### config.mk
export PLATFORM = sky130hd
export DESIGN_NAME = midi_uart_emulator
export DESIGN_NICKNAME = d
export VERILOG_FILES = /design/src/hdl/byte_fifo.v /design/src/hdl/serial_rx.v /design/src/hdl/midi_uart_emulator.v
export VERILOG_INCLUDE_DIRS = /design/src /design/src/hdl
export SDC_FILE = /design/constraint.sdc
export NUM_CORES = 1
export LEC_CHECK = 0
export BUFFER_PORTS_ARGS = -buffer_cell sky130_fd_sc_hd__buf_2
export CAP_MARGIN = 0
export CORE_ASPECT_RATIO = 0.8
export CORE_MARGIN = 1
export CORE_UTILIZATION = 33
export DETAILED_ROUTE_END_ITERATION = 6
export PLACE_DENSITY_LB_ADDON = 0.2
export REMOVE_ABC_BUFFERS = 1
export SYNTH_ARGS = -nofsm -noshare
export SYNTH_HDL_FRONTEND = slang
export SYNTH_SLANG_ARGS = --single-unit
### constraint.sdc
create_clock -name clk -period 3.2 [get_ports clk]
set_input_delay 0.64 -clock clk [delete_from_list [all_inputs] [get_ports clk]]
set_output_delay 0.64 -clock clk [all_outputs]
set_load 0.02 [all_outputs]
### src/hdl/midi_consts.vh
`ifndef MIDI_CONSTS_VH
`define MIDI_CONSTS_VH

// ****************************************************
// clock and serial timing
// ****************************************************
`define CLK_HZ          125000000
`define BIT_RATE_HZ     31250
// cycles per serial bit, 4000 at 125 MHz
`define BIT_CYCLES      12'hFA0
`define HALF_BIT_CYCLES 12'h7D0
`define FRAME_BITS      4'hA
`define DATA_BITS       3'h7

// ****************************************************
// host port offsets from the base address
// ****************************************************
`define DATA_OFS        16'h0000
`define CMD_OFS         16'h0001

// ****************************************************
// command codes and fixed bytes
// ****************************************************
`define CMD_RESET       8'hFF
`define CMD_UART        8'h3F
`define ACK_BYTE        8'hFE
`define STAT_RSVD       6'h3F
`define STAT_RXE_BIT    7
`define STAT_TXF_BIT    6

// ****************************************************
// fifo geometry and receive trigger levels
// ****************************************************
`define DATA_W          8
`define FIFO_DEPTH      16
`define FIFO_AW         4
`define TRIG_LVL0       5'h01
`define TRIG_LVL1       5'h04
`define TRIG_LVL2       5'h08
`define TRIG_LVL3       5'h0E

// ****************************************************
// reset values
// ****************************************************
`define LINE_IDLE       1'b1
`define RDATA_RST       8'h00

`endif

### src/hdl/byte_fifo.v
`timescale 1ns/100ps
`default_nettype none
`include "midi_consts.vh"

module byte_fifo (
  input  wire                 clk,     // device clock
  input  wire                 resetn,  // async reset, active low
  input  wire                 clr,     // synchronous flush
  input  wire                 wr_en,   // push request
  input  wire [`DATA_W-1:0]   wr_data, // byte to push
  input  wire                 rd_en,   // pop request
  output wire [`DATA_W-1:0]   rd_data, // head byte
  output wire                 full,    // no room left
  output wire                 empty,   // nothing stored
  output wire [`FIFO_AW:0]    count    // bytes stored
);

  // ****************************************************
  // storage and pointers
  // ****************************************************
  reg [`DATA_W-1:0]  mem_ff [0:`FIFO_DEPTH-1]; // byte store
  reg [`FIFO_AW-1:0] wptr_ff;                  // write index
  reg [`FIFO_AW-1:0] rptr_ff;                  // read index
  reg [`FIFO_AW:0]   count_ff;                 // fill level

  // push on full and pop on empty are dropped, never wrap
  wire do_wr = wr_en & ~full;
  wire do_rd = rd_en & ~empty;

  assign full    = (count_ff == `FIFO_DEPTH);
  assign empty   = (count_ff == {(`FIFO_AW+1){1'b0}});
  assign count   = count_ff;
  assign rd_data = mem_ff[rptr_ff];

  // store is not reset, only pointers and fill level carry state
  always @(posedge clk) begin
    if (do_wr) begin
      mem_ff[wptr_ff] <= wr_data;
    end
  end

  // pointer and level update, flush wins
  always @(posedge clk or negedge resetn) begin
    if (!resetn) begin
      wptr_ff  <= {`FIFO_AW{1'b0}};
      rptr_ff  <= {`FIFO_AW{1'b0}};
      count_ff <= {(`FIFO_AW+1){1'b0}};
    end else if (clr) begin
      wptr_ff  <= {`FIFO_AW{1'b0}};
      rptr_ff  <= {`FIFO_AW{1'b0}};
      count_ff <= {(`FIFO_AW+1){1'b0}};
    end else begin
      if (do_wr) begin
        wptr_ff <= wptr_ff + 1'b1;
      end
      if (do_rd) begin
        rptr_ff <= rptr_ff + 1'b1;
      end
      if (do_wr && !do_rd) begin
        count_ff <= count_ff + 1'b1;
      end else if (do_rd && !do_wr) begin
        count_ff <= count_ff - 1'b1;
      end
    end
  end

endmodule
`default_nettype wire

### src/hdl/serial_rx.v
`timescale 1ns/100ps
`default_nettype none
`include "midi_consts.vh"

module serial_rx (
  input  wire               clk,        // device clock
  input  wire               resetn,     // async reset, active low
  input  wire               clr,        // abort any frame
  input  wire               line_in,    // raw serial pin
  output reg  [`DATA_W-1:0] byte_ff,    // last good byte
  output reg                byte_vld_ff // one-cycle pulse
);

  // ****************************************************
  // states and timing
  // ****************************************************
  localparam [1:0] RX_IDLE  = 2'h0;
  localparam [1:0] RX_START = 2'h1;
  localparam [1:0] RX_DATA  = 2'h2;
  localparam [1:0] RX_STOP  = 2'h3;
  localparam [11:0] BIT_LAST  = `BIT_CYCLES - 1'b1;
  localparam [11:0] HALF_LAST = `HALF_BIT_CYCLES - 1'b1;

  reg               sync1_ff;  // first synchroniser stage
  reg               sync2_ff;  // second synchroniser stage
  reg [1:0]         state_ff;  // frame state
  reg [11:0]        cnt_ff;    // cycles within bit
  reg [2:0]         bitn_ff;   // data bit index
  reg [`DATA_W-1:0] shift_ff;  // assembling byte

  // pin passes two flops before any decision
  always @(posedge clk or negedge resetn) begin
    if (!resetn) begin
      sync1_ff <= `LINE_IDLE;
      sync2_ff <= `LINE_IDLE;
    end else begin
      sync1_ff <= line_in;
      sync2_ff <= sync1_ff;
    end
  end

  // frame walker, samples at bit centres
  always @(posedge clk or negedge resetn) begin
    if (!resetn) begin
      state_ff    <= RX_IDLE;
      cnt_ff      <= 12'h000;
      bitn_ff     <= 3'h0;
      shift_ff    <= 8'h00;
      byte_ff     <= 8'h00;
      byte_vld_ff <= 1'b0;
    end else begin
      byte_vld_ff <= 1'b0;
      cnt_ff      <= cnt_ff + 1'b1;
      if (clr) begin
        state_ff <= RX_IDLE;
      end else begin
        case (state_ff)
          RX_IDLE: begin
            cnt_ff <= 12'h000;
            if (!sync2_ff) begin // falling edge, line idles high RULE20
              state_ff <= RX_START;
            end
          end
          RX_START: begin
            if (cnt_ff == HALF_LAST) begin // centre of start bit RULE20
              cnt_ff  <= 12'h000;
              bitn_ff <= 3'h0;
              // a glitch shorter than half a bit is ignored
              state_ff <= sync2_ff ? RX_IDLE : RX_DATA;
            end
          end
          RX_DATA: begin
            if (cnt_ff == BIT_LAST) begin
              cnt_ff   <= 12'h000;
              shift_ff <= {sync2_ff, shift_ff[7:1]}; // lsb first RULE20
              bitn_ff  <= bitn_ff + 1'b1;
              if (bitn_ff == `DATA_BITS) begin // eight data bits RULE1
                state_ff <= RX_STOP;
              end
            end
          end
          RX_STOP: begin
            if (cnt_ff == BIT_LAST) begin
              state_ff <= RX_IDLE;
              // single stop bit, no parity; bad stop drops byte RULE1
              if (sync2_ff) begin
                byte_ff     <= shift_ff;
                byte_vld_ff <= 1'b1;
              end
            end
          end
          default: begin
            state_ff <= RX_IDLE;
          end
        endcase
      end
    end
  end

endmodule
`default_nettype wire

### src/hdl/midi_uart_emulator.v
// Overview of operation
// RULE1: frame is start, eight data, one stop
// RULE2: bit rate fixed at 31.25 kilobaud
// RULE3: base is data port, base+1 command/status
// RULE4: one interrupt, programmable base and level
// RULE5: separate 16-byte transmit and receive fifos
// RULE6: offset one: write command, read status
// RULE7: status bit 7 set when receive empty
// RULE8: status bit 6 set when transmit full
// RULE9: status bits 5..0 always read 3Fh
// RULE10: only commands FFh reset and 3Fh uart
// RULE11: reset starts in acknowledge-only mode
// RULE12: acknowledge mode data reads return FEh
// RULE13: acknowledge mode data writes are discarded
// RULE14: 3Fh enters uart, loads FEh, interrupts
// RULE15: acknowledge mode FFh reinitialises, others ignored
// RULE16: uart data read pops receive fifo
// RULE17: receive interrupt follows fifo trigger level
// RULE18: uart data writes queue and transmit in order
// RULE19: uart mode FFh returns to acknowledge mode
// RULE20: lsb first, idle high, centre sampling
`timescale 1ns/100ps
`default_nettype none
`include "midi_consts.vh"

module midi_uart_emulator (
  input  wire        clk,            // device clock, 125 MHz
  input  wire        resetn,         // async reset, active low
  input  wire [15:0] base_addr,      // programmable i/o base
  input  wire [3:0]  irq_sel,        // programmable irq level
  input  wire [1:0]  rx_trig_sel,    // receive trigger select
  input  wire [15:0] io_addr,        // host i/o address
  input  wire        io_wr,          // host write strobe
  input  wire        io_rd,          // host read strobe
  input  wire [7:0]  io_wdata,       // host write data
  output reg  [7:0]  io_rdata_ff,    // host read data
  output reg         io_rvalid_ff,   // read data valid pulse
  output reg  [15:0] irq_lines_ff,   // one-hot interrupt lines
  input  wire        serial_in_line, // serial receive pin
  output reg         serial_out_line // serial transmit pin
);

  // ****************************************************
  // local constants
  // ****************************************************
  localparam [0:0] TX_IDLE = 1'b0;                // no frame in flight
  localparam [0:0] TX_SEND = 1'b1;                // frame shifting
  localparam [11:0] BIT_LAST = `BIT_CYCLES - 1'b1; // bit period end
  localparam [9:0]  SHIFT_IDLE = 10'h3FF;         // all stop level

  // ****************************************************
  // helper functions
  // ****************************************************

  // match against base plus offset, wraps inside 16 bits
  function addr_hit;
    input [15:0] addr;
    input [15:0] base;
    input [15:0] ofs;
    reg   [15:0] sum;
    begin
      sum      = base + ofs;
      addr_hit = (addr == sum);
    end
  endfunction

  // map the two select bits onto a fill threshold
  function [4:0] trig_level;
    input [1:0] sel;
    begin
      case (sel)
        2'h0:    trig_level = `TRIG_LVL0;
        2'h1:    trig_level = `TRIG_LVL1;
        2'h2:    trig_level = `TRIG_LVL2;
        default: trig_level = `TRIG_LVL3;
      endcase
    end
  endfunction

  // ****************************************************
  // state
  // ****************************************************
  reg        uart_mode_ff; // 0 acknowledge-only, 1 uart
  reg        ack_irq_ff;   // interrupt from acknowledge load
  reg        tx_state_ff;  // transmitter state
  reg [11:0] tx_cnt_ff;    // cycles within bit
  reg [3:0]  tx_bitn_ff;   // bits sent in frame
  reg [9:0]  tx_shift_ff;  // frame being shifted

  // ****************************************************
  // address decode
  // ****************************************************

  // two consecutive addresses from the programmable base
  wire hit_data = addr_hit(io_addr, base_addr, `DATA_OFS); // RULE3 RULE4
  wire hit_cmd  = addr_hit(io_addr, base_addr, `CMD_OFS);  // RULE3

  wire data_wr  = io_wr & hit_data;
  wire data_rd  = io_rd & hit_data;
  wire cmd_wr   = io_wr & hit_cmd;   // write side of offset one RULE6
  wire stat_rd  = io_rd & hit_cmd;   // read side of offset one RULE6

  // only two codes decode, all others fall through RULE10
  wire cmd_reset = cmd_wr & (io_wdata == `CMD_RESET);
  wire cmd_uart  = cmd_wr & (io_wdata == `CMD_UART);

  // 3Fh only acts while still in acknowledge mode RULE14
  wire ack_load  = cmd_uart & ~uart_mode_ff;

  // FFh flushes everything in either mode RULE15 RULE19
  wire soft_clr  = cmd_reset;

  // ****************************************************
  // receive path
  // ****************************************************
  wire [7:0] rx_byte;   // byte from the deserialiser
  wire       rx_vld;    // byte strobe
  wire [7:0] rxf_head;  // receive fifo head
  wire       rxf_full;  // receive fifo full
  wire       rxf_empty; // receive fifo empty
  wire [4:0] rxf_count; // receive fifo level

  serial_rx u_rx (
    .clk         (clk),
    .resetn      (resetn),
    .clr         (soft_clr),
    .line_in     (serial_in_line),
    .byte_ff     (rx_byte),
    .byte_vld_ff (rx_vld)
  );

  // line bytes are kept only in uart mode; the acknowledge
  // byte shares the push port since the two never coincide
  wire       rxf_push = ack_load | (rx_vld & uart_mode_ff);
  wire [7:0] rxf_din  = ack_load ? `ACK_BYTE : rx_byte; // RULE14
  // each uart data read takes the next byte RULE16
  wire       rxf_pop  = data_rd & uart_mode_ff;

  // a byte arriving on a full fifo is lost, there is no
  // overrun flag in this port
  byte_fifo u_rx_fifo ( // 16-byte receive store RULE5
    .clk     (clk),
    .resetn  (resetn),
    .clr     (soft_clr),
    .wr_en   (rxf_push),
    .wr_data (rxf_din),
    .rd_en   (rxf_pop),
    .rd_data (rxf_head),
    .full    (rxf_full),
    .empty   (rxf_empty),
    .count   (rxf_count)
  );

  // ****************************************************
  // transmit path
  // ****************************************************
  wire [7:0] txf_head;  // transmit fifo head
  wire       txf_full;  // transmit fifo full
  wire       txf_empty; // transmit fifo empty
  wire       txf_pop;   // start of a new frame

  // data writes are dropped outside uart mode RULE13
  wire txf_push = data_wr & uart_mode_ff; // RULE18
  assign txf_pop = (tx_state_ff == TX_IDLE) & ~txf_empty & ~soft_clr;

  byte_fifo u_tx_fifo ( // 16-byte transmit store RULE5
    .clk     (clk),
    .resetn  (resetn),
    .clr     (soft_clr),
    .wr_en   (txf_push),
    .wr_data (io_wdata),
    .rd_en   (txf_pop),
    .rd_data (txf_head),
    .full    (txf_full),
    .empty   (txf_empty),
    .count   ()
  );

  // serialiser: fixed divider, nothing host-visible RULE2
  always @(posedge clk or negedge resetn) begin
    if (!resetn) begin
      tx_state_ff <= TX_IDLE;
      tx_cnt_ff   <= 12'h000;
      tx_bitn_ff  <= 4'h0;
      tx_shift_ff <= SHIFT_IDLE;
    end else if (soft_clr) begin
      // a frame cut short here may look like a break
      tx_state_ff <= TX_IDLE;
      tx_cnt_ff   <= 12'h000;
      tx_bitn_ff  <= 4'h0;
      tx_shift_ff <= SHIFT_IDLE;
    end else begin
      case (tx_state_ff)
        TX_IDLE: begin
          if (txf_pop) begin // bytes leave in fifo order RULE18
            // stop, data, start; shifted out lsb first RULE1 RULE20
            tx_shift_ff <= {1'b1, txf_head, 1'b0};
            tx_cnt_ff   <= 12'h000;
            tx_bitn_ff  <= 4'h0;
            tx_state_ff <= TX_SEND;
          end
        end
        TX_SEND: begin
          tx_cnt_ff <= tx_cnt_ff + 1'b1;
          if (tx_cnt_ff == BIT_LAST) begin // one bit time RULE2
            tx_cnt_ff   <= 12'h000;
            tx_shift_ff <= {1'b1, tx_shift_ff[9:1]};
            tx_bitn_ff  <= tx_bitn_ff + 1'b1;
            if (tx_bitn_ff == `FRAME_BITS - 1'b1) begin // RULE1
              tx_state_ff <= TX_IDLE;
            end
          end
        end
        default: begin
          tx_state_ff <= TX_IDLE;
        end
      endcase
    end
  end

  // pin is registered; idle level is high RULE20
  always @(posedge clk or negedge resetn) begin
    if (!resetn) begin
      serial_out_line <= `LINE_IDLE;
    end else if (tx_state_ff == TX_SEND) begin
      serial_out_line <= tx_shift_ff[0];
    end else begin
      serial_out_line <= `LINE_IDLE;
    end
  end

  // ****************************************************
  // mode control
  // ****************************************************

  // power-up lands in acknowledge-only mode RULE11
  always @(posedge clk or negedge resetn) begin
    if (!resetn) begin
      uart_mode_ff <= 1'b0;
    end else if (soft_clr) begin
      uart_mode_ff <= 1'b0; // back to initial condition RULE15 RULE19
    end else if (ack_load) begin
      uart_mode_ff <= 1'b1; // RULE14
    end
  end

  // acknowledge interrupt holds until the byte is read;
  // a new load in the same cycle as a read wins
  always @(posedge clk or negedge resetn) begin
    if (!resetn) begin
      ack_irq_ff <= 1'b0;
    end else if (soft_clr) begin
      ack_irq_ff <= 1'b0;
    end else if (ack_load) begin
      ack_irq_ff <= 1'b1; // RULE14
    end else if (rxf_pop) begin
      ack_irq_ff <= 1'b0;
    end
  end

  // ****************************************************
  // status and read data
  // ****************************************************

  // acknowledge mode always holds its ack byte, so never
  // empty there; the flag tracks the fifo once in uart mode
  wire receive_empty_flag = uart_mode_ff & rxf_empty; // RULE7
  wire transmit_full_flag = uart_mode_ff & txf_full;  // RULE8

  wire [7:0] status_byte;
  assign status_byte[`STAT_RXE_BIT] = receive_empty_flag; // RULE7
  assign status_byte[`STAT_TXF_BIT] = transmit_full_flag; // RULE8
  assign status_byte[5:0]           = `STAT_RSVD;         // RULE9

  // read data is captured one cycle after the strobe
  always @(posedge clk or negedge resetn) begin
    if (!resetn) begin
      io_rdata_ff  <= `RDATA_RST;
      io_rvalid_ff <= 1'b0;
    end else begin
      io_rvalid_ff <= data_rd | stat_rd;
      if (stat_rd) begin
        io_rdata_ff <= status_byte; // RULE6
      end else if (data_rd) begin
        if (!uart_mode_ff) begin
          io_rdata_ff <= `ACK_BYTE; // RULE12
        end else begin
          // reading an empty fifo returns the stale byte at the read index
          io_rdata_ff <= rxf_head; // RULE16
        end
      end
    end
  end

  // ****************************************************
  // interrupt
  // ****************************************************

  // level interrupt: ack load, or fill at or above trigger
  wire rx_trig_hit = uart_mode_ff &
                     (rxf_count >= trig_level(rx_trig_sel)); // RULE17
  wire irq_req     = ack_irq_ff | rx_trig_hit;

  // routed onto the selected level only RULE4
  always @(posedge clk or negedge resetn) begin
    if (!resetn) begin
      irq_lines_ff <= 16'h0000;
    end else if (irq_req) begin
      irq_lines_ff <= 16'h0001 << irq_sel;
    end else begin
      irq_lines_ff <= 16'h0000;
    end
  end

endmodule
`default_nettype wire

## After elaboration in Yosys (flattened, before gate mapping)

Memory sizes are Yosys's and may differ from the RTL's.
Index checks and enable logic that the tools add are counted.

| operators by class | value |
|---|---|
| $add $sub $neg | 13 |
| order comparisons | 1 |
| equality and inequality tests | 25 |
| shifts and indexed selects | 1 |
| mux-type cells | 66 |
| bitwise operators | 29 |
| reduce and logical (&&, ||, !) cells | 27 |

Operators with widths:

| kind | number |
|---|---|
| two-way mux 12 bit | 6 |
| two-way mux 4 bit | 11 |
| one-hot mux 12 bit (3 select lines) | 1 |
| equality test 16 bit | 2 |
| two-way mux 8 bit | 4 |
| two-way mux 10 bit | 3 |
| two-way mux 5 bit | 6 |
| adder 12 x 1 -> 12 bit, second input constant | 2 |
| equality test 12 bit, second input constant | 2 |
| one-hot mux 12 bit (2 select lines) | 1 |
| adder 4 x 1 -> 4 bit, second input constant | 5 |
| one-hot mux 10 bit (2 select lines) | 1 |
| AND 1 bit | 19 |
| two-way mux 1 bit | 18 |
| adder 16 x 1 -> 16 bit, second input constant | 1 |
| two-way mux 16 bit | 1 |
| << shifter 1 x 4 -> 16 bit, first input constant | 1 |
| != test 3 x 2 -> 1 bit, second input constant | 5 |
| two-way mux 2 bit | 7 |
| nonzero test 2 bit | 7 |
| equality test 12 x 11 -> 1 bit, second input constant | 1 |
| one-hot mux 4 bit (3 select lines) | 1 |
| adder 5 x 1 -> 5 bit, second input constant | 2 |
| equality test 5 bit, second input constant | 2 |
| other kinds (28) | 53 |

| storage, ports and cells | value |
|---|---|
| register bits after elaboration | 117 |
| memory bits (writable) | 256 |
| output and inout bits | 26 |
| memories kept | 2 |

Memories:

| name | words | bits a word | read ports | clocked after Yosys merged registers in | wr ports | line | source |
|---|---|---|---|---|---|---|---|
| u_rx_fifo.mem_ff | 16 | 8 | 1 | 0 | 1 | byte_fifo.v:21 | `` reg [`DATA_W-1:0] mem_ff [0:`FIFO_DEPTH-1]; `` |
| u_tx_fifo.mem_ff | 16 | 8 | 1 | 0 | 1 | byte_fifo.v:21 |  |

## Longest topological paths before layout

Gate-level depths: netlist of run 1.

| depth | value |
|---|---|
| depth in word-level cells | 12 |
| depth in mapped cells | 16 |

## Modules after synthesis

From an unflattened synthesis of run 1, not the netlist that was laid out.

| second synthesis, totals | value |
|---|---|
| cell total of the unflattened synthesis | 1082 |
| area total of the unflattened synthesis | 16882.4 µm² |

By module, submodules not included:

| module | instances | cells an instance | area each (µm²) | sequential area each (µm²) |
|---|---|---|---|---|
| byte_fifo (u_rx_fifo) | 1 | 294 | 5934.4 | 4169.0 |
| byte_fifo (u_tx_fifo) | 1 | 294 | 5925.7 | 4169.0 |
| midi_uart_emulator | 1 | 361 | 3360.7 | 1363.8 |
| serial_rx | 1 | 133 | 1661.6 | 903.4 |

## Worst setup path after synthesis of run 1

No wires, ideal clock.

| path | value |
|---|---|
| path kind | input to register |
| start point | in base_addr[0] |
| end point | reg u_rx_fifo.count_ff[4] (netlist: u_rx_fifo.count[4]) |
| setup time | 0.066 ns |
| data arrival time | 3.730 ns |
| data required time | 3.134 ns |
| slack | -0.595 ns |
| stages | 13 |
| buffers on the path | 0 |
| cell sequence | ha_1 > or4_1 > a21oi_1 > o31ai_1 > or4_4 > a21oi_4 > inv_2 > fa_1 > a21o_1 > a21oi_1 > nand4_1 > a211o_1 > nand2_1 |

| between the ends | value |
|---|---|
| longest elaborated chain between the ends | 10 |

RTL lines:

| item | line | source |
|---|---|---|
| start, declared | midi_uart_emulator.v:29 | `input wire [15:0] base_addr,` |
| adder 16 x 1 -> 16 bit | midi_uart_emulator.v:62 | `sum = base + ofs;` |
| equality test 16 bit | midi_uart_emulator.v:63 | `addr_hit = (addr == sum);` |
| AND 1 bit | midi_uart_emulator.v:100 | `wire cmd_wr = io_wr & hit_cmd;` |
| AND 1 bit | midi_uart_emulator.v:105 | `` wire cmd_uart = cmd_wr & (io_wdata == `CMD_UART); `` |
| AND 1 bit | midi_uart_emulator.v:108 | `wire ack_load = cmd_uart & ~uart_mode_ff;` |
| OR 1 bit | midi_uart_emulator.v:134 | `wire rxf_push = ack_load \| (rx_vld & uart_mode_ff);` |
| AND 1 bit | byte_fifo.v:27 | `wire do_wr = wr_en & ~full;` |
| logical AND 1 bit or logical NOT 1 bit (tied branches) | byte_fifo.v:59, byte_fifo.v:61 |  |
| two-way mux 5 bit or logical AND 1 bit (tied branches) | byte_fifo.v:59, byte_fifo.v:61 |  |
| two-way mux 5 bit or nonzero test 3 bit (tied branches) | - |  |
| end signal, assigned | byte_fifo.v:47 | `` count_ff <= {(`FIFO_AW+1){1'b0}}; `` |
| end signal, assigned | byte_fifo.v:51 | `` count_ff <= {(`FIFO_AW+1){1'b0}}; `` |
| end signal, assigned | byte_fifo.v:60 | `count_ff <= count_ff + 1'b1;` |
| end, declared | byte_fifo.v:24 | `` reg [`FIFO_AW:0] count_ff; `` |

Parallel ways exist; a longest one is shown, timed or not.
A chain may end at the register's enable or synchronous reset.

## Worst setup path after layout of run 1

| path | value |
|---|---|
| start point | in base_addr[1] |
| end point | reg u_rx_fifo.count_ff[4] (netlist: u_rx_fifo.count[4]) |

The elaborated chain is that of the path after synthesis.

==> summary.md, run 1 <==
| Metric | Value |
|---|---|
| Outcome | `complete, no violations` |
| DIE AREA | `50600 sq um` |
| Syn Area/Cell | `15.3 sq um` |
| WL/cell | `approximately 18 microns` |
| Seq pwr share | `52.6%` |
| Mapped Area | `16400 sq um` |
| Fillers | `4439` |
| DRC viols | `0` |
| Netlist cell types | `75` |
| PD cells | `492 nW/um^2` |
| CTS tree | `yes` |
| Maximum VDD drop | `~0.32 mV` |
| Post-synth top flop | `edfxtp_1` |
| Total Wirelength | `35000 microns` |
| Pleak | `7.46 nW` |
| Switching portion of total power | `22.2%` |
| Core ar. | `between 40000 and 50000 sq um` |
| Crit Path Class | `in -> reg` |
| Final Hold Fails | `0` |
| Final period utilization | `a little over nine tenths` |
| Reg2Reg Depth | `12` |
| Gr usage total | `13.9%` |
| CTS max path bufs | `3` |
| Clk pwr share | `42.1%` |
| Iter 0 DRT Violations | `~450` |
| DP Area | `between 15000 and 20000 sq um` |
| Worst Hold Margin | `0.0814 ns` |
| CTS H-tree lvls | `2` |
| Slew margin rel. | `roughly 48%` |
| EDFF count, synth | `256` |
| GR Overflow Total | `0` |
| CP arrival | `between 3 and 4 ns` |
| Worst setup path endpoint | `u_rx_fifo.count[4]$_DFFE_PN0P_` |
| Critical path origin | `base_addr[1]` |
| FMAX | `317 MHz` |
| Clock slew at reported path FFs | `~0.060 ns` |
| Largest net degree at the start of global routing | `66` |
| Multi-input gate area | `5690 sq um` |
| Critical path peak fanout | `5` |
| Total Power | `9.91 mW` |
| Reg-to-reg startpoint | `uart_mode_ff$_DFFE_PN0P_` |
| P_int | `7.71 mW` |
| Clock sinks | `372` |
| Max-slew violation count | `0` |
| CP Capture Type | `register` |
| Fin crit period | `3.16 ns` |
| Dpl ws | `-0.785 ns` |
| Die H | `between 200 and 250 microns` |
| Non-Filler Instances | `between 1.5k and 2k` |
| First-pass GRT wire length | `55500 microns` |
| Post-synthesis sequential area ratio | `64.6%` |
| Root Buffer Master | `clkbuf_16` |
| Via count | `9532` |
| Final setup vio count | `0` |
| Clock buffer count from CTS | `38` |
| Post-DP HPWL | `24300 microns` |
| # IOs | `77` |
| Worst R2R End | `u_rx_fifo.count[4]$_DFFE_PN0P_` |
| Unrepaired setup endpoints after global routing | `yes` |
| Initial antenna violation count | `1` |
| DR pass1 iterations | `5` |
| PnR worst setup slack | `0.0437 ns` |
| Clk_lat worst skew | `0.55 ns` |
| Post-placement cell count | `between 1.5k and 2k` |
| Cell Rows | `72` |
| Setup TNS | `0 ns` |
| Fin area | `between 20000 and 25000 sq um` |
| Switching pwr | `between 2 and 2.5 mW` |
| Flops & latches, synth | `372` |
| Starting Density | `33.7%` |
| Flop-to-flop setup slack | `about 0.31 ns` |
| Least-Margin Pin Slew | `between 0.7 and 0.8 ns` |
| FF/Latch Area | `approximately 11000 sq um` |
| Area grow syn2layout | `22.8%` |
| Final core utilization | `about two fifths` |
| Async S/R FF share, synth | `31.2%` |
| Min-delay worst type | `in -> async` |
| Clock skew | `approximately 0.026 ns` |
| Share of layout cells above drive strength 1 | `31.1%` |
| PortBufs | `76` |
| Mapped Cells | `1075` |
| Nets | `1374` |
| Synth warn | `0` |
| Data required time of the worst path | `around 3.7 ns` |
| Gpl congestion | `0.825` |
| Vias in the first global route | `9776` |
| MaxCap Viol Count | `0` |
| Setup crit start kind | `input port` |
| Comb pwr share | `5.4%` |
| Via density | `4.81` |
| ANT nets after route | `0` |
| Die Span X | `251 microns` |
-- power by group through the flow --
stage	Combinational, mW	Clock (mW)	Sequential (mW)
3_3_place_gp	0.502	0	5.30
6_report	0.534	4.17	5.21
2_1_floorplan	0.261	0	5.30
3_5_place_dp	0.503	0	5.31
4_1_cts	0.513	4.32	5.21
5_1_grt	0.603	4.47	5.21
-- per-layer routing --
metal	vias to the layer above	part of all wire (%)	global-route usage [%]
met5	-	0	0
met4	0	2.0	3.53
met3	53	3.8	2.42
met2	149	46	21.5
met1	4797	48	20.3
li1	4533	-	-
-- sequential cells by signal, summed over array words and instances (netlist names), 2 cells and up --
signal	count
u_rx_fifo.mem_ff	128
u_rx_fifo.rptr_ff	4
tx_shift_ff	9
u_tx_fifo.rptr_ff	4
u_rx.byte_ff	8
u_rx_fifo.wptr_ff	4
tx_bitn_ff	4
u_rx.cnt_ff	12
u_tx_fifo.mem_ff	128
irq_lines_ff	16
u_rx.shift_ff	8
u_rx_fifo.count	5
u_tx_fifo.wptr_ff	4
u_rx.bitn_ff	3
u_tx_fifo.count	5
io_rdata_ff	8
tx_cnt_ff	12
u_rx.state_ff	2
-- worst max-delay path: stages --
cell and delay, ns:
buf_6 0.08, buf_6 0.11, nand2_4 0.06, or3_4 0.37, o311ai_4 0.34, nand3_2 0.12
or4_4 0.53, a21oi_4 0.17, inv_2 0.06, fa_2 0.34, a21o_1 0.17, a21oi_2 0.14
nand4_1 0.14, a211o_1 0.29, nand2_1 0.06
-- cells by family after synthesis --
kind of cell    share of synthesized area, %
compound gates                          4.60
xor+xnor                                3.15
fa+ha+maj                               2.91
buf+inv                                 1.66
flops                                   64.6
mux                                     12.3
simple gates                            10.7
-- worst min path at each step --
stage                                  to                    start  cells after the start
2_1_floorplan      ack_irq_ff$_DFFE_PN0P_                   resetn                      0
3_3_place_gp      u_rx.sync2_ff$_DFF_PN1_  u_rx.sync1_ff$_DFF_PN1_                      0
3_5_place_dp      u_rx.sync2_ff$_DFF_PN1_  u_rx.sync1_ff$_DFF_PN1_                      0
4_1_cts        io_rdata_ff[7]$_DFFE_PN0P_                   resetn                      1
5_1_grt        io_rdata_ff[5]$_DFFE_PN0P_                   resetn                      1
6_report         tx_cnt_ff[6]$_DFFE_PN0P_                   resetn                      1
-- layout by cell type, fill, tap and decap left out, types with 27 or more instances in the layout --
cell type,netlist,layout
a21oi_1,29,27
buf_2,11,68
buf_4,1,113
clkbuf_16,0,38
dfrtp_1,104,102
edfxtp_1,256,256
ha_1,35,34
mux4_2,80,80
nand2_1,58,58
nand3_1,31,29
nor2_1,85,84
xor2_1,39,39
-- area by class of cell --
cell class / count / area share (%)
flip-flops and latches: 372 / 52.6
diodes: 1 / 0.0124
inverters: 20 / 0.372
repair buffers: 215 / 8.89
clock inverters: 18 / 0.757
clock buffers: 50 / 4.99
well taps: 666 / 4.13
multi-input cells: 639 / 28.2
-- Yosys cell counts (all sizes together) (10+ instances only) --
library cell  number  area, sq um
nor4              13          100
dfrtp            104         2600
nor2              85          319
nor2b             11         68.8
and2              26          163
dfstp             12          315
nand4             17          113
and3              13         81.3
ha                35          438
edfxtp           256         7690
a21oi             30          161
inv               20         75.1
clkbuf            23         86.3
buf               21          111
o21ai             24          120
a211oi            10         80.1
mux4              80         1800
mux2              16          180
nand3             32          165
xor2              39          342
xnor2             20          175
nand2b            19          119
nor3              26          141
nand2             60          230
-- repair_timing --
item | 4_1_cts | 5_1_grt
hold buffers | 0 | 0
resized for setup | 12 | 26
buffers inserted | 2 | 6
pin swaps | 6 | 13
cloned | 0 | 0
setup endpoints to repair | 1 | 7
(Power assumes the default switching activity.)
==> run 2: changes to the inputs <==
- PLACE_DENSITY_LB_ADDON: 0.2 -> not set
==> run 2 against run 1 <==
  * Via count rose by 2.3%
  * Register-to-register slack is essentially flat
  * Routed wire length increased by 0.76%
  * Cell count increased by 0.25%
  * Flip-flop and latch count is the same
  * Cell area is 1.1% higher
==> summary.md, run 2 (synthesis gave the netlist of run 1 again) <==
| Metric | Value |
|---|---|
| Fin crit period | `3.18 ns (+0.0253 ns)` |
| Biggest regs | `u_rx_fifo.mem_ff: 128 flops, u_tx_fifo.mem_ff: 128 flops, irq_lines_ff: 16 flops` |
| Min-delay worst type | `in -> async` |
| Cell Rows | `72 (unchanged)` |
| Initial antenna violation count | `0 (-1)` |
| Iter 0 DRT Violations | `634 (+41%)` |
| Via count | `9753 (+2.3%)` |
| Share of layout cells above drive strength 1 | `31.9% (+0.84 points)` |
| Die H | `201 microns (unchanged)` |
| Seq pwr share | `52.2% (-0.4 points)` |
| Unrepaired setup endpoints after global routing | `yes` |
| Area grow syn2layout | `24.1%` |
| Maximum VDD drop | `0.322 mV (-0.44%)` |
| Nets | `1381 (+0.51%)` |
| Slowest stage delay, CP | `0.53 ns (about the same)` |
| Core ar. | `48700 sq um (unchanged)` |
| Largest delay share family, worst path | `simple AND/OR/NAND/NOR gates` |
| Buf/Inv on CP | `2 (-1)` |
| DRC viols | `0 (unchanged)` |
| DR pass1 iterations | `5 (unchanged)` |
| First-pass GRT wire length | `55800 microns (+0.62%)` |
| Clock skew | `0.0212 ns (-0.00517 ns)` |
| Worst Hold Margin | `0.159 ns (+0.0775 ns)` |
| Gpl congestion | `0.836 (+1.3%)` |
| Switching pwr | `2.11 mW (-4.1%)` |
| Switching portion of total power | `21.2% (-1.0 points)` |
| Gr usage total | `14.1% (+0.11 points)` |
| Data required time of the worst path | `3.65 ns (-0.04 ns)` |
| Outcome | `complete, no violations` |
| PortBufs | `76 (unchanged)` |
| Slowest CP cell | `or4_4` |
| Die Span X | `251 microns (unchanged)` |
| Dpl ws | `-0.759 ns (+0.0258 ns)` |
| Final Hold Fails | `0 (unchanged)` |
| Setup TNS | `0 ns (unchanged)` |
| Total Wirelength | `35300 microns (+0.76%)` |
| P_int | `7.85 mW (+1.8%)` |
| PD cells | `489 nW/um^2 (-0.57%)` |
| Clk_lat worst skew | `0.53 ns (-0.02 ns)` |
| ANT nets after route | `0 (unchanged)` |
| Critical path origin | `base_addr[5]` |
| Slew margin rel. | `50.8% (+2.8 points)` |
| Max-slew violation count | `0 (unchanged)` |
| Starting Density | `33.7% (unchanged)` |
| Via density | `4.91 (+2.1%)` |
| Crit-path cells | `buf_2 -> nand4_2 -> or3_4 -> o311ai_4 -> nand3_2 -> or4_4 -> a21oi_4 -> inv_2 -> fa_2 -> a21o_1 -> a21oi_2 -> nand4_1 -> a211o_1 -> nand2_1` |
| Comb pwr share | `5.3% (about the same)` |
| Pleak | `7.54 nW (+1.1%)` |
| Root Buffer Master | `clkbuf_16` |
| DIE AREA | `50600 sq um (unchanged)` |
| CP Capture Type | `register` |
| Clock buffer count from CTS | `37 (-2.6%)` |
| CP arrival | `3.63 ns (about the same)` |
| Critical path peak fanout | `4 (-1)` |
| Largest net degree at the start of global routing | `50 (-24%)` |
| Final setup vio count | `0 (unchanged)` |
| CTS max path bufs | `3 (unchanged)` |
| FMAX | `314 MHz (-0.80%)` |
| Vias in the first global route | `9825 (+0.50%)` |
| Least-Margin Pin Slew | `0.738 ns (-0.0394 ns)` |
| Clk pwr share | `42.4% (+0.3 points)` |
| # IOs | `77 (unchanged)` |
| Clock sinks | `372 (unchanged)` |
| Crit Path Class | `in -> reg` |
| Clock slew at reported path FFs | `0.06 ns (about the same)` |
| Setup crit start kind | `input port` |
| Cts hold-fix bufs | `0 (unchanged)` |
| CTS H-tree lvls | `2 (unchanged)` |
| Post-DP HPWL | `23900 microns (-1.8%)` |
| PnR worst setup slack | `0.0184 ns (-0.0253 ns)` |
| Final period utilization | `99.4% (+0.79 points)` |
| WL/cell | `17.8 microns (+0.51%)` |
| Reg-to-reg startpoint | `u_rx_fifo.count[3]$_DFFE_PN0P_` |
| Antenna Diode Count | `0 (-1)` |
| CTS tree | `yes` |
| Commonest non-fill, non-tap cell in the layout | `edfxtp_1` |
| MaxCap Viol Count | `0 (unchanged)` |
| GR Overflow Total | `0 (unchanged)` |
| Final core utilization | `41.8% (+0.45 points)` |
| Most frequent cells in the layout | `edfxtp_1 (256), buf_4 (108), dfrtp_1 (102), nor2_1 (84), mux4_2 (80)` |
==> run 2: power by group through the flow <==
stage          Clock [mW]  Combinational [mW]  Sequential, mW
5_1_grt              4.54               0.603            5.21
3_3_place_gp            0               0.490            5.30
2_1_floorplan           0               0.261            5.30
6_report             4.22               0.533            5.20
4_1_cts              4.34               0.518            5.20
3_5_place_dp            0               0.501            5.30
==> run 2: worst paths after layout <==
| check | to | slack, ns | cells past startpoint |
|---|---|---|---|
| setup / recovery | u_rx_fifo.count[4]$_DFFE_PN0P_ | 0.02 | 14 |
| hold / removal | u_tx_fifo.rptr_ff[0]$_DFFE_PN0P_ | 0.16 | 1 |
| setup reg to reg | u_rx_fifo.count[4]$_DFFE_PN0P_ | 0.32 | 13 |
| hold reg to reg | u_rx.sync2_ff$_DFF_PN1_ | 0.36 | 0 |
| max in group asynchronous | tx_shift_ff[1]$_DFFE_PN1P_ | 2.26 | 2 |
| min in group clk | u_rx.sync1_ff$_DFF_PN1_ | 0.23 | 1 |
==> run 2: routing by layer <==
layer	global-route usage, %	share of wire (%)	up-vias
met3	2.37	5.2	52
met1	19.7	45	4932
li1	-	-	4550
met2	22.9	49	219
met4	3.07	1.6	0
met5	0	0	-
==> run 2: cell type report <==
type | count | area (sq um)
Tap cell | 666 | 833
Multi-Input combinational cell | 639 | 5680
Sequential cell | 372 | 10600
Timing Repair Buffer | 223 | 2010
Clock inverter | 15 | 159
Fill cell | 4376 | 28400
Inverter | 20 | 75.1
Clock buffer | 51 | 1010
==> run 2: repair_timing <==
item                                    4_1_cts  5_1_grt
gates resized for setup                      16       28
setup buffers                                 4        6
pin swaps                                     8       17
cloned                                        0        0
endpoints found under the setup margin        1       36
endpoints found under the hold margin         0        0
==> run 2: metrics by stage <==
stage | instances | total power, mW | instance area [sq um]
after floorplan | 1031 | 5.56 | 16200
after global placement | 1910 | 5.79 | 18900
after detailed placement | 1910 | 5.80 | 18900
after CTS | 1980 | 10.1 | 20200
after global routing | 1986 | 10.4 | 20400
final | 1986 | 9.96 | 20400
